--- config.mk ---
export PLATFORM = sky130hd
export DESIGN_NAME = cbi_bus_ctrl
export DESIGN_NICKNAME = d
export VERILOG_FILES = /design/src/hw/cbi_pkg.sv /design/src/hw/cbi_pin_sync.sv /design/src/hw/cbi_bus_ctrl.sv
export SDC_FILE = /design/constraint.sdc
export NUM_CORES = 1
export LEC_CHECK = 0
export ABC_AREA = 1
export BUFFER_PORTS_ARGS = -buffer_cell sky130_fd_sc_hd__buf_4
export CAP_MARGIN = 25
export CORE_UTILIZATION = 50
export CTS_CLUSTER_SIZE = 12
export DETAILED_ROUTE_END_ITERATION = 7
export PLACE_DENSITY = 0.78
export SYNTH_ARGS = -nofsm -noshare
export SYNTH_HDL_FRONTEND = slang
export SYNTH_SLANG_ARGS = --single-unit
--- constraint.sdc ---
create_clock -name clk_in -period 2.75 [get_ports clk_in]
set_input_delay 0.55 -clock clk_in [delete_from_list [all_inputs] [get_ports clk_in]]
set_output_delay 0.55 -clock clk_in [all_outputs]
set_load 0.02 [all_outputs]
--- src/hw/cbi_pkg.sv ---
// Shared constants, state codes and carriers for the bus interface block.
// Assumes a single 250 MHz system clock that oversamples every pin.
package cbi_pkg;

    // ==========================================================
    // Clocking and synchroniser.
    localparam int CLK_PERIOD_NS = 4;
    localparam int SYNC_STAGES = 2;

    // ==========================================================
    // Sampled pin vector layout.
    localparam int PIN_PHI1 = 0;
    localparam int PIN_PHI2 = 1;
    localparam int PIN_RESET_N = 2;
    localparam int PIN_HALT_N = 3;
    localparam int PIN_FLOAT = 4;
    localparam int PIN_DDE = 5;
    localparam int PIN_DATA_LSB = 6;
    localparam int DATA_W = 8;
    localparam int ADDR_W = 16;
    localparam int PIN_W = PIN_DATA_LSB + DATA_W;

    // ==========================================================
    // Restart vectors and reset values.
    localparam logic [15:0] VEC_HI_ADDR = 16'hFFFE;
    localparam logic [15:0] VEC_LO_ADDR = 16'hFFFF;
    localparam logic [7:0] UPPER_ONES = 8'hFF;
    localparam logic [7:0] DATA_RESET = 8'h00;
    localparam logic [15:0] PC_RESET = 16'h0000;

    // ==========================================================
    // Sequencer states.
    typedef enum logic [2:0] {
        ST_RESET = 3'h0,
        ST_VEC_HI = 3'h1,
        ST_VEC_LO = 3'h2,
        ST_RUN = 3'h3,
        ST_HALT = 3'h4,
        ST_WAIT = 3'h5
    } cbi_state_e;

    // ==========================================================
    // One bus cycle asked for by the processor core.
    typedef struct packed {
        logic write;
        logic [15:0] addr;
        logic [7:0] wdata;
    } cbi_bus_req_s;

endpackage

--- src/hw/cbi_pin_sync.sv ---
// Two-flop synchroniser for the pin vector, with edge pulses.
// Assumes pins change asynchronously to clk_in.
module cbi_pin_sync #(
    parameter int W = 8
) (
    // Clock and reset.
    input wire logic clk_in,
    input wire logic reset_in,
    // Raw pins.
    input wire logic [W-1:0] pins_in,
    // Synchronised level and one-cycle edge pulses.
    output logic [W-1:0] level_out,
    output logic [W-1:0] rise_out,
    output logic [W-1:0] fall_out
);
    import cbi_pkg::*;

    typedef struct packed {
        logic [W-1:0] meta;
        logic [W-1:0] sync;
        logic [W-1:0] last;
    } cbi_sync_s;

    cbi_sync_s st_reg;
    cbi_sync_s st_next;

    // ==========================================================
    // The first stage feeds only the second; edges use later stages.
    always_comb begin
        st_next = st_reg;
        st_next.meta = pins_in;
        st_next.sync = st_reg.meta;
        st_next.last = st_reg.sync;
    end

    always_ff @(posedge clk_in) begin
        if (reset_in) begin
            st_reg <= '0;
        end else begin
            st_reg <= st_next;
        end
    end

    assign level_out = st_reg.sync;
    assign rise_out = st_reg.sync & ~st_reg.last;
    assign fall_out = ~st_reg.sync & st_reg.last;

endmodule

--- src/hw/cbi_bus_ctrl.sv ---
// Bus interface and processor control: restart, halt, wait and float.
// Assumes the two-phase clock, restart, halt, float and data-enable
// arrive as pins and are oversampled by clk_in; the core is on clk_in.
//
// How it works
// Phase one and phase two are sampled pins; bus cycles follow them.
// A rising edge on the restart pin starts the restart sequence.
// Upper address byte is all ones while restart runs.
// Program counter loads high byte from FFFE, then low from FFFF.
// Restart sets the interrupt mask until the core clears it.
// The system holds restart low at least eight clock periods.
// After restart release, FFFE appears at the next phase one.
// Valid-address strobe is high only while the address is valid.
// Sixteen address lines with output enables, releasable.
// Float input releases address and direction, forces strobe low.
// The DMA master raises float at phase one and stops clocks.
// The DMA master keeps the floated state under 50 us.
// Eight-line two-way data bus with output enable.
// Data drivers enable only while data_driver_enable is high.
// Data drivers stay off during read cycles.
// The system holds data_driver_enable low when another owns data.
// Direction is high for read and idle, low for write.
// Direction line floats while halted or floated.
// Halt stops at instruction end; bus free, strobe low, lines off.
// Bus-available goes high when stopped by halt or wait.
// The controller pulses halt high one phase one to step.
// Halt is sampled at phase-one rising edges; float engages at one, releases on the level.
module cbi_bus_ctrl (
    // Clock and reset.
    input wire logic clk_in,
    input wire logic reset_in,
    // Two-phase clock and control pins.
    input wire logic phi1_in,
    input wire logic phi2_in,
    input wire logic restart_n_in,
    input wire logic halt_n_in,
    input wire logic bus_float_control_in,
    input wire logic data_driver_enable_in,
    // Address, direction and status pins.
    output logic [15:0] addr_out,
    output logic addr_oe_out,
    output logic rw_out,
    output logic rw_oe_out,
    output logic valid_address_strobe_out,
    output logic bus_available_out,
    // Data bus pins.
    input wire logic [7:0] data_in,
    output logic [7:0] data_out,
    output logic data_oe_out,
    // Core side.
    input wire logic core_req_valid_in,
    input wire cbi_pkg::cbi_bus_req_s core_req_in,
    input wire logic core_instr_end_in,
    input wire logic core_wait_in,
    input wire logic core_mask_clear_in,
    output logic core_ack_out,
    output logic [7:0] core_rdata_out,
    output logic [15:0] core_pc_out,
    output logic core_pc_valid_out,
    output logic core_irq_mask_out
);
    import cbi_pkg::*;

    typedef struct packed {
        cbi_state_e state;
        logic armed;
        logic float_q;
        logic active;
        logic write;
        logic [15:0] addr;
        logic addr_oe;
        logic rw;
        logic rw_oe;
        logic strobe;
        logic ba;
        logic [7:0] wdata;
        logic data_oe;
        logic ack;
        logic [7:0] rdata;
        logic [15:0] pc;
        logic pc_valid;
        logic mask;
    } cbi_ctrl_s;

    cbi_ctrl_s st_reg;
    cbi_ctrl_s st_next;

    logic [PIN_W-1:0] pin_raw;
    logic [PIN_W-1:0] pin_lvl;
    logic [PIN_W-1:0] pin_rise;
    logic [PIN_W-1:0] pin_fall;
    logic phi1_rise;
    logic phi2_fall;
    logic [7:0] data_sync;

    function automatic logic in_restart(input cbi_state_e s);
        in_restart = (s == ST_RESET) || (s == ST_VEC_HI) ||
            (s == ST_VEC_LO);
    endfunction

    function automatic logic is_stopped(input cbi_state_e s);
        is_stopped = (s == ST_HALT) || (s == ST_WAIT);
    endfunction

    // ==========================================================
    // Pin synchronisation.
    assign pin_raw = {data_in, data_driver_enable_in,
        bus_float_control_in, halt_n_in, restart_n_in, phi2_in, phi1_in};

    // Clock phases are oversampled, never used as clocks.
    cbi_pin_sync #(
        .W(PIN_W)
    ) u_sync (
        .clk_in(clk_in),
        .reset_in(reset_in),
        .pins_in(pin_raw),
        .level_out(pin_lvl),
        .rise_out(pin_rise),
        .fall_out(pin_fall)
    );

    assign phi1_rise = pin_rise[PIN_PHI1];
    assign phi2_fall = pin_fall[PIN_PHI2];
    assign data_sync = pin_lvl[PIN_DATA_LSB +: DATA_W];

    // ==========================================================
    // Sequencer and pin drivers.
    always_comb begin
        st_next = st_reg;
        st_next.ack = 1'b0;
        // Data is read late in phase two, when it is settled.
        if (phi2_fall) begin
            case (st_reg.state)
                ST_VEC_HI: st_next.pc[15:8] = data_sync;
                ST_VEC_LO: st_next.pc[7:0] = data_sync;
                ST_RUN: begin
                    if (st_reg.active && !st_reg.write) begin
                        st_next.rdata = data_sync;
                        st_next.ack = 1'b1;
                    end else if (st_reg.active) begin
                        st_next.ack = 1'b1;
                    end
                end
                default: ;
            endcase
        end
        // Float engages at a phase-one edge, releases on the level.
        if (phi1_rise && pin_lvl[PIN_FLOAT]) begin
            st_next.float_q = 1'b1;
        end else if (!pin_lvl[PIN_FLOAT]) begin
            st_next.float_q = 1'b0;
        end
        if (phi1_rise) begin
            st_next.active = 1'b0;
            st_next.write = 1'b0;
        end
        case (st_reg.state)
            ST_RESET: begin
                st_next.pc_valid = 1'b0;
                st_next.mask = 1'b1;
                if (pin_rise[PIN_RESET_N]) begin
                    st_next.armed = 1'b1;
                end
                if (st_reg.armed && phi1_rise) begin
                    st_next.state = ST_VEC_HI;
                    st_next.addr = VEC_HI_ADDR;
                    st_next.armed = 1'b0;
                end else begin
                    st_next.addr = {UPPER_ONES, DATA_RESET};
                end
            end
            ST_VEC_HI: begin
                if (phi1_rise) begin
                    st_next.state = ST_VEC_LO;
                    st_next.addr = VEC_LO_ADDR;
                end
            end
            ST_VEC_LO: begin
                if (phi1_rise) begin
                    st_next.state = ST_RUN;
                    st_next.pc_valid = 1'b1;
                end
            end
            ST_RUN: begin
                if (phi1_rise && !st_next.float_q) begin
                    if (!pin_lvl[PIN_HALT_N] && core_instr_end_in) begin
                        st_next.state = ST_HALT;
                    end else if (core_wait_in && core_instr_end_in) begin
                        st_next.state = ST_WAIT;
                    end else if (core_req_valid_in) begin
                        st_next.active = 1'b1;
                        st_next.write = core_req_in.write;
                        st_next.addr = core_req_in.addr;
                        st_next.wdata = core_req_in.wdata;
                    end
                end
            end
            ST_HALT: begin
                // A one-phase high pulse on halt lets one step run.
                if (phi1_rise && pin_lvl[PIN_HALT_N]) begin
                    st_next.state = ST_RUN;
                end
            end
            ST_WAIT: begin
                if (phi1_rise && !core_wait_in) begin
                    st_next.state = ST_RUN;
                end
            end
            default: begin
                st_next.state = ST_RESET;
            end
        endcase
        // The restart pin held low overrides the state, bus cycle, arming and address.
        if (!pin_lvl[PIN_RESET_N]) begin
            st_next.state = ST_RESET;
            st_next.active = 1'b0;
            st_next.write = 1'b0;
            st_next.armed = 1'b0;
            st_next.addr = {UPPER_ONES, DATA_RESET};
        end
        // Core clears the mask; the restart setting wins.
        if (core_mask_clear_in && !in_restart(st_next.state)) begin
            st_next.mask = 1'b0;
        end
        st_next.addr_oe = !st_next.float_q &&
            !is_stopped(st_next.state);
        st_next.rw_oe = !st_next.float_q &&
            !is_stopped(st_next.state);
        st_next.rw = !(st_next.active && st_next.write);
        st_next.strobe = !st_next.float_q && (st_next.active ||
            st_next.state == ST_VEC_HI ||
            st_next.state == ST_VEC_LO);
        st_next.ba = !st_next.float_q &&
            is_stopped(st_next.state);
        st_next.data_oe = st_next.active && st_next.write &&
            pin_lvl[PIN_DDE];
    end

    always_ff @(posedge clk_in) begin
        if (reset_in) begin
            st_reg <= '0;
            st_reg.state <= ST_RESET;
            st_reg.rw <= 1'b1;
            st_reg.mask <= 1'b1;
            st_reg.addr <= {UPPER_ONES, DATA_RESET};
            st_reg.pc <= PC_RESET;
        end else begin
            st_reg <= st_next;
        end
    end

    // ==========================================================
    // Outputs, all straight from the state register.
    assign addr_out = st_reg.addr;
    assign addr_oe_out = st_reg.addr_oe;
    assign rw_out = st_reg.rw;
    assign rw_oe_out = st_reg.rw_oe;
    assign valid_address_strobe_out = st_reg.strobe;
    assign bus_available_out = st_reg.ba;
    assign data_out = st_reg.wdata;
    assign data_oe_out = st_reg.data_oe;
    assign core_ack_out = st_reg.ack;
    assign core_rdata_out = st_reg.rdata;
    assign core_pc_out = st_reg.pc;
    assign core_pc_valid_out = st_reg.pc_valid;
    assign core_irq_mask_out = st_reg.mask;
endmodule

After elaboration in Yosys (flattened, before gate mapping):

Cells that the tools add are included.

* output and inout port bits: 57
* bits in registers: 94
* logic and storage cells: 116
* bits of input ports: 45

* bitwise operators: 9
* mux-type cells: 30
* equality and inequality tests: 15
* reductions and logical operators: 41

Operators with widths (number)
* 18-bit 2-to-1 mux: 5
* 16-bit one-hot mux with 3 select lines: 1
* 3-bit 2-to-1 mux: 7
* 3-bit one-hot mux with 6 select lines: 1
* 16-bit 2-to-1 mux: 1
* 1-bit logical AND: 14
* 3-bit == test (second input constant): 4
* 2-bit != test (second input constant): 6
* 3-bit by 2-bit == test with 1-bit output (second input constant): 3
* 1-bit 2-to-1 mux: 9
* 4-bit 2-to-1 mux: 2
* 8-bit 2-to-1 mux: 1
* 2-bit AND reduction: 4
* 1-bit logical NOT: 7
* 3-bit by 1-bit == test with 1-bit output (second input constant): 2
* 3-bit logical NOT: 2
* 6-bit AND reduction: 1
* 2-bit nonzero test: 3
* 1-bit logical OR: 5
* 1-bit NOT: 5
* 5-bit AND reduction: 1
* 2-bit 2-to-1 mux: 2
* 3-bit AND: 1
* 3-bit NOT: 1
* other kinds (7): 7

Depth between registers and ports, before layout:

* word-level depth: 15
* gate-level depth with buffers: 12
* depth with buffers taken out: 12

Cells and area by module:

Synthesis repeated with hierarchy kept, for this count alone.

* cells, all modules: 569
* area total of the unflattened synthesis: 4375.4 sq um

Modules (own cells, without submodules)
* cbi_bus_ctrl: cells each 382, area an instance 2900.3 sq um, instances 1, sequential area each 1261.2 sq um
* cbi_pin_sync: cells each 187, area an instance 1475.2 sq um, instances 1, sequential area each 840.8 sq um

Worst setup path after synthesis:

No wires, ideal clock.

* path kind: input -> register
* from: input port core_wait_in
* to: register st_reg, in the netlist data_out[6]
* data required time: 2.621 ns
* path buffers: 1
* setup slack: 1.178 ns
* arrival time: 1.444 ns
* stages: 7
* library setup time: 0.129 ns
* path through: nand2_1 -> inv_1 -> nor3_2 -> nand3_4 -> clkbuf_1 -> o21ai_1 -> a21oi_1

* cells in the longest elaborated chain, start to end: 3

RTL lines
* start: declaration: RTL line cbi_bus_ctrl.sv:54 `input wire logic core_wait_in,`
* 1-bit logical AND: RTL line cbi_bus_ctrl.sv:188 `end else if (core_wait_in && core_instr_end_in) begin`
* 1-bit NOT (no line)
* 5-bit AND reduction (no line)
* end signal: assignment: RTL line cbi_bus_ctrl.sv:248 `st_reg <= st_next;`
* end: declaration: RTL line cbi_bus_ctrl.sv:85 `cbi_ctrl_s st_reg;`

No other way between the ends.
A chain may end at the register's enable or synchronous reset.

Worst setup path after layout:

* from: register st_reg[63] (netlist name)
* to: register st_reg, in the netlist core_pc_out[0]

* cells in the longest elaborated chain, start to end: 2

RTL lines
* 3-bit by 2-bit == test with 1-bit output: RTL line cbi_bus_ctrl.sv:133 `case (st_reg.state)`
* 2-bit AND reduction (no line)

No other way between the ends.

==> metrics.md <==
| Metric | Value |
|---|---|
| Synth Instances | `between 400 and 500` |
| Core Util, Final | `between 60 and 70%` |
| Instance count on the critical path | `6` |
| Nets | `591` |
| Post-synthesis sequential element count | `94` |
| Fill cells | `about 650` |
| Area of the multi-input gates | `0.001277 sq mm` |
| Antenna violations before repair | `0` |
| RSZ-0062 raised after global routing | `no` |
| N_diodes | `0` |
| Adder-cell share of the synthesized area | `0%` |
| Crit path buf inv count | `2` |
| Reg2Reg Depth | `6` |
| Cts bufs inserted | `9` |
| Worst reg2reg path endpoint | `core_pc_out[0]$_SDFFE_PP0P_` |
| Post-synthesis sequential area ratio | `between 40% and 50%` |
| HP Start | `data_in[0]` |
| TritonCTS clock tree | `done` |
| Core box area | `0.007331 sq mm` |
| Largest family of logic cells by synthesized area | `simple AND/OR/NAND/NOR gates` |
| Detailed Route WL | `around 7.5 mm` |
| Clk sink count | `between 90 and 100` |
| Setup Total Neg Slack | `0 ps` |
| Post-CTS Setup Inserts | `0` |
| Internal power | `between 0.0015 and 0.002 W` |
| R2R Setup Slk | `1060 ps` |
| Synth warn | `0` |
| Top fanout value on the critical path | `9` |
| Netlist cell types | `30` |
| Clock power share | `37.9%` |
| Htree depth | `3` |
| Die Area | `roughly 0.008 sq mm` |
| Row count | `31` |
| Die H | `approximately 89 microns` |
| Leakage | `about 2.2 nW` |
| Sequential share of power | `57.5%` |
| Switching Share | `21.92%` |
| Transition time of the tightest slew-check pin | `800.4 ps` |
| Vias per std cell | `around 4.8` |
| Outcome | `completed` |
| Remaining DRCs | `0` |
| Synth top area share | `between 40% and 50%` |
| Hpwl dp | `roughly 5.5 mm` |
| Worst setup SP type | `flip-flop` |
| Final min period | `between 1500 and 2000 ps` |
| Largest cells by area after synthesis | `dfxtp_1 (49%), nor2_1 (11%), buf_4 (9.8%)` |
| Die X | `89.39 microns` |
| Initial detailed-routing violation count | `approximately 150` |
| Vias in the first global route | `2729` |
| Flip-flop and latch area | `roughly 0.0019 sq mm` |
| Worst-path clk slew | `roughly 90 ps` |
| Global-route wire length before repair | `12.15 mm` |
| WL per Instance | `~12 microns` |
| Sw power | `about 0.00053 W` |
| CP required | `around 3000 ps` |
| IO Count | `between 100 and 150` |
| R2r startpoint | `st_reg[63]$_SDFF_PP0_` |
| ANT nets after route | `0` |
| Syn Std Cell Area | `between 0.003 and 0.004 sq mm` |
| Pwr dens | `around 540 mW/mm^2` |
| DR pass1 iterations | `4` |
| Crit path cell chain | `inv_2, nand3_1, nor2_1, inv_1, nor2_1, nor2_1` |
| Final setup viols | `0` |
| Tcrit/Tclk final | `61.31%` |
| GRT overflow | `0` |
| Post-Place Cells | `approximately 630` |
| Asr flop ratio synth | `0%` |
| Area grow syn2layout | `17.79%` |
| Pin count of the biggest net entering global routing | `40` |
| Critical path's top delay family | `simple AND/OR/NAND/NOR gates` |
| Share of layout cells above drive strength 1 | `26.32%` |
| HP Class | `in2reg` |
| Critical-path top delay cell | `nor2_1` |
| Worst EP arrival | `1940 ps` |
| Clock Latency Late Sink | `350 ps` |
| Synth area leader | `dfxtp_1` |
| Peak VDD IR | `0.3844 mV` |
| Synth Area in Simple Gates | `about 22%` |
| Post-CTS Hold Buffers | `0` |
| Buffers on Ports | `101` |
| Initial Utilization | `a little over half` |
| Post-cts resize count | `0` |
| Relative slew margins | `a little under half` |
| Non-Filler Instances | `650` |
| Synth Area in Compound Gates | `between 10 and 15%` |
| Post-synth EDFFs | `0` |
| Number of max-cap violations | `0` |
| Combinational fraction of design power | `4.5%` |
| Mean Syn Cell Area | `around 7.8 sq um` |
| Commonest cells after routing, fill and taps aside | `nor2_1 (116), buf_4 (102), dfxtp_1 (94)` |
| Via count | `between 3000 and 4000` |
| Max Clock Freq | `just under 600 MHz` |
| Hold depth | `3` |
| Mux contribution to synthesized area | `0%` |
| Synth Flop Type | `dfxtp_1` |
| Maximum buffer depth of the clock tree | `2` |
| Clock Skews | `between 7 and 8 ps` |
| Worst setup EP type | `flip-flop` |
| Hold Violations, Final | `0` |
| Pins over their slew limit | `0` |
| All-Layer GR Usage | `19.82%` |
| Mapped Nets | `537` |
| WS Path Type | `reg2reg` |
| Xor/xnor cell area share of the yosys netlist | `0%` |
| Commonest non-fill, non-tap cell in the layout | `nor2_1` |
| Slowest stage delay, CP | `about 460 ps` |
| CTS root buffer | `clkbuf_8` |
| End point of the worst hold path | `u_sync.st_next[20]$_SDFF_PP0_` |
| Crit path top cell by count | `nor2_1` |
| Routability cong. | `0.8397` |
[layer usage]
layer / part of all wire [%] / wire length, microns / vias up / GRT usage, %
li1: - / - / 1594 / -
met1: 47 / 3548 / 1386 / 26.26
met2: 45 / 3364 / 99 / 31.58
met3: 5.8 / 432 / 12 / 3.601
met4: 1.9 / 144 / 0 / 8.947
met5: 0 / 0 / - / 0
[metrics by stage]
stage                     worst slack [ps]  hold WS [ps]  cell area (sq um)  total power (W)
after floorplan                       1178         388.3               3819         0.001472
final                                 1064         393.3               4498         0.002422
after global placement               927.5         389.1               4292         0.001533
after CTS                             1063         380.8               4498         0.002445
after detailed placement             849.6         395.9               4292         0.001535
after global routing                 891.4         385.1               4498         0.002523
[final cells by class]
cell class                      instances  area share, %
Tap cell                               99          2.754
Multi-Input combinational cell        275          28.40
Inverter                               64          5.396
Clock buffer                           10          3.060
Timing Repair Buffer                  102          17.02
Clock inverter                          6          1.530
Sequential cell                        94          41.84
[synth_stat cells, types with 2 or more instances]
cell type and number:
nor2_1 116, dfxtp_1 94, inv_1 56, buf_4 50
nand2_1 44, o21ai_0 35, a21oi_1 20, o21ai_1 19
nand3_1 15, inv_2 7, nor2_2 5, buf_1 4
clkbuf_1 4, nand2_2 3, a21oi_2 2, nand3_4 2
nand4_1 2, nor3_1 2
[how the worst max path moves through the flow]
stage	end	slack [ps]	startpoint
floorplan	data_out[6]$_SDFFE_PP0P_	1180	core_wait_in
CTS	core_pc_out[5]$_SDFFE_PP0P_	1060	st_reg[63]$_SDFF_PP0_
global route	core_pc_out[0]$_SDFFE_PP0P_	890	st_reg[63]$_SDFF_PP0_
detailed placement	data_oe_out$_SDFF_PP0_	850	core_wait_in
global placement	data_oe_out$_SDFF_PP0_	930	core_wait_in
finish	core_pc_out[0]$_SDFFE_PP0P_	1060	st_reg[63]$_SDFF_PP0_
[worst reg2reg max path, stage by stage, from the launching register on]
cell and delay, ps:
dfxtp_1 360, inv_2 130, nand3_1 150, nor2_1 460, inv_1 270, nor2_1 170, nor2_1 60
[logic make-up after synthesis]
logic type	count (synthesis)
AO/OA/AOI/OAI	80
buffers and inverters	123
flip-flops	94
AND/OR/NAND/NOR	195
[power by group through the flow]
stage	logic [W]	registers [W]	clock network (W)
5_1_grt	0.000123	0.00140	0.00100
3_3_place_gp	0.000108	0.00142	0
6_report	0.000110	0.00139	0.000918
2_1_floorplan	0.0000498	0.00142	0
4_1_cts	0.000111	0.00139	0.000941
3_5_place_dp	0.000110	0.00143	0
No activity file was read; power rests on OpenSTA's default activity.
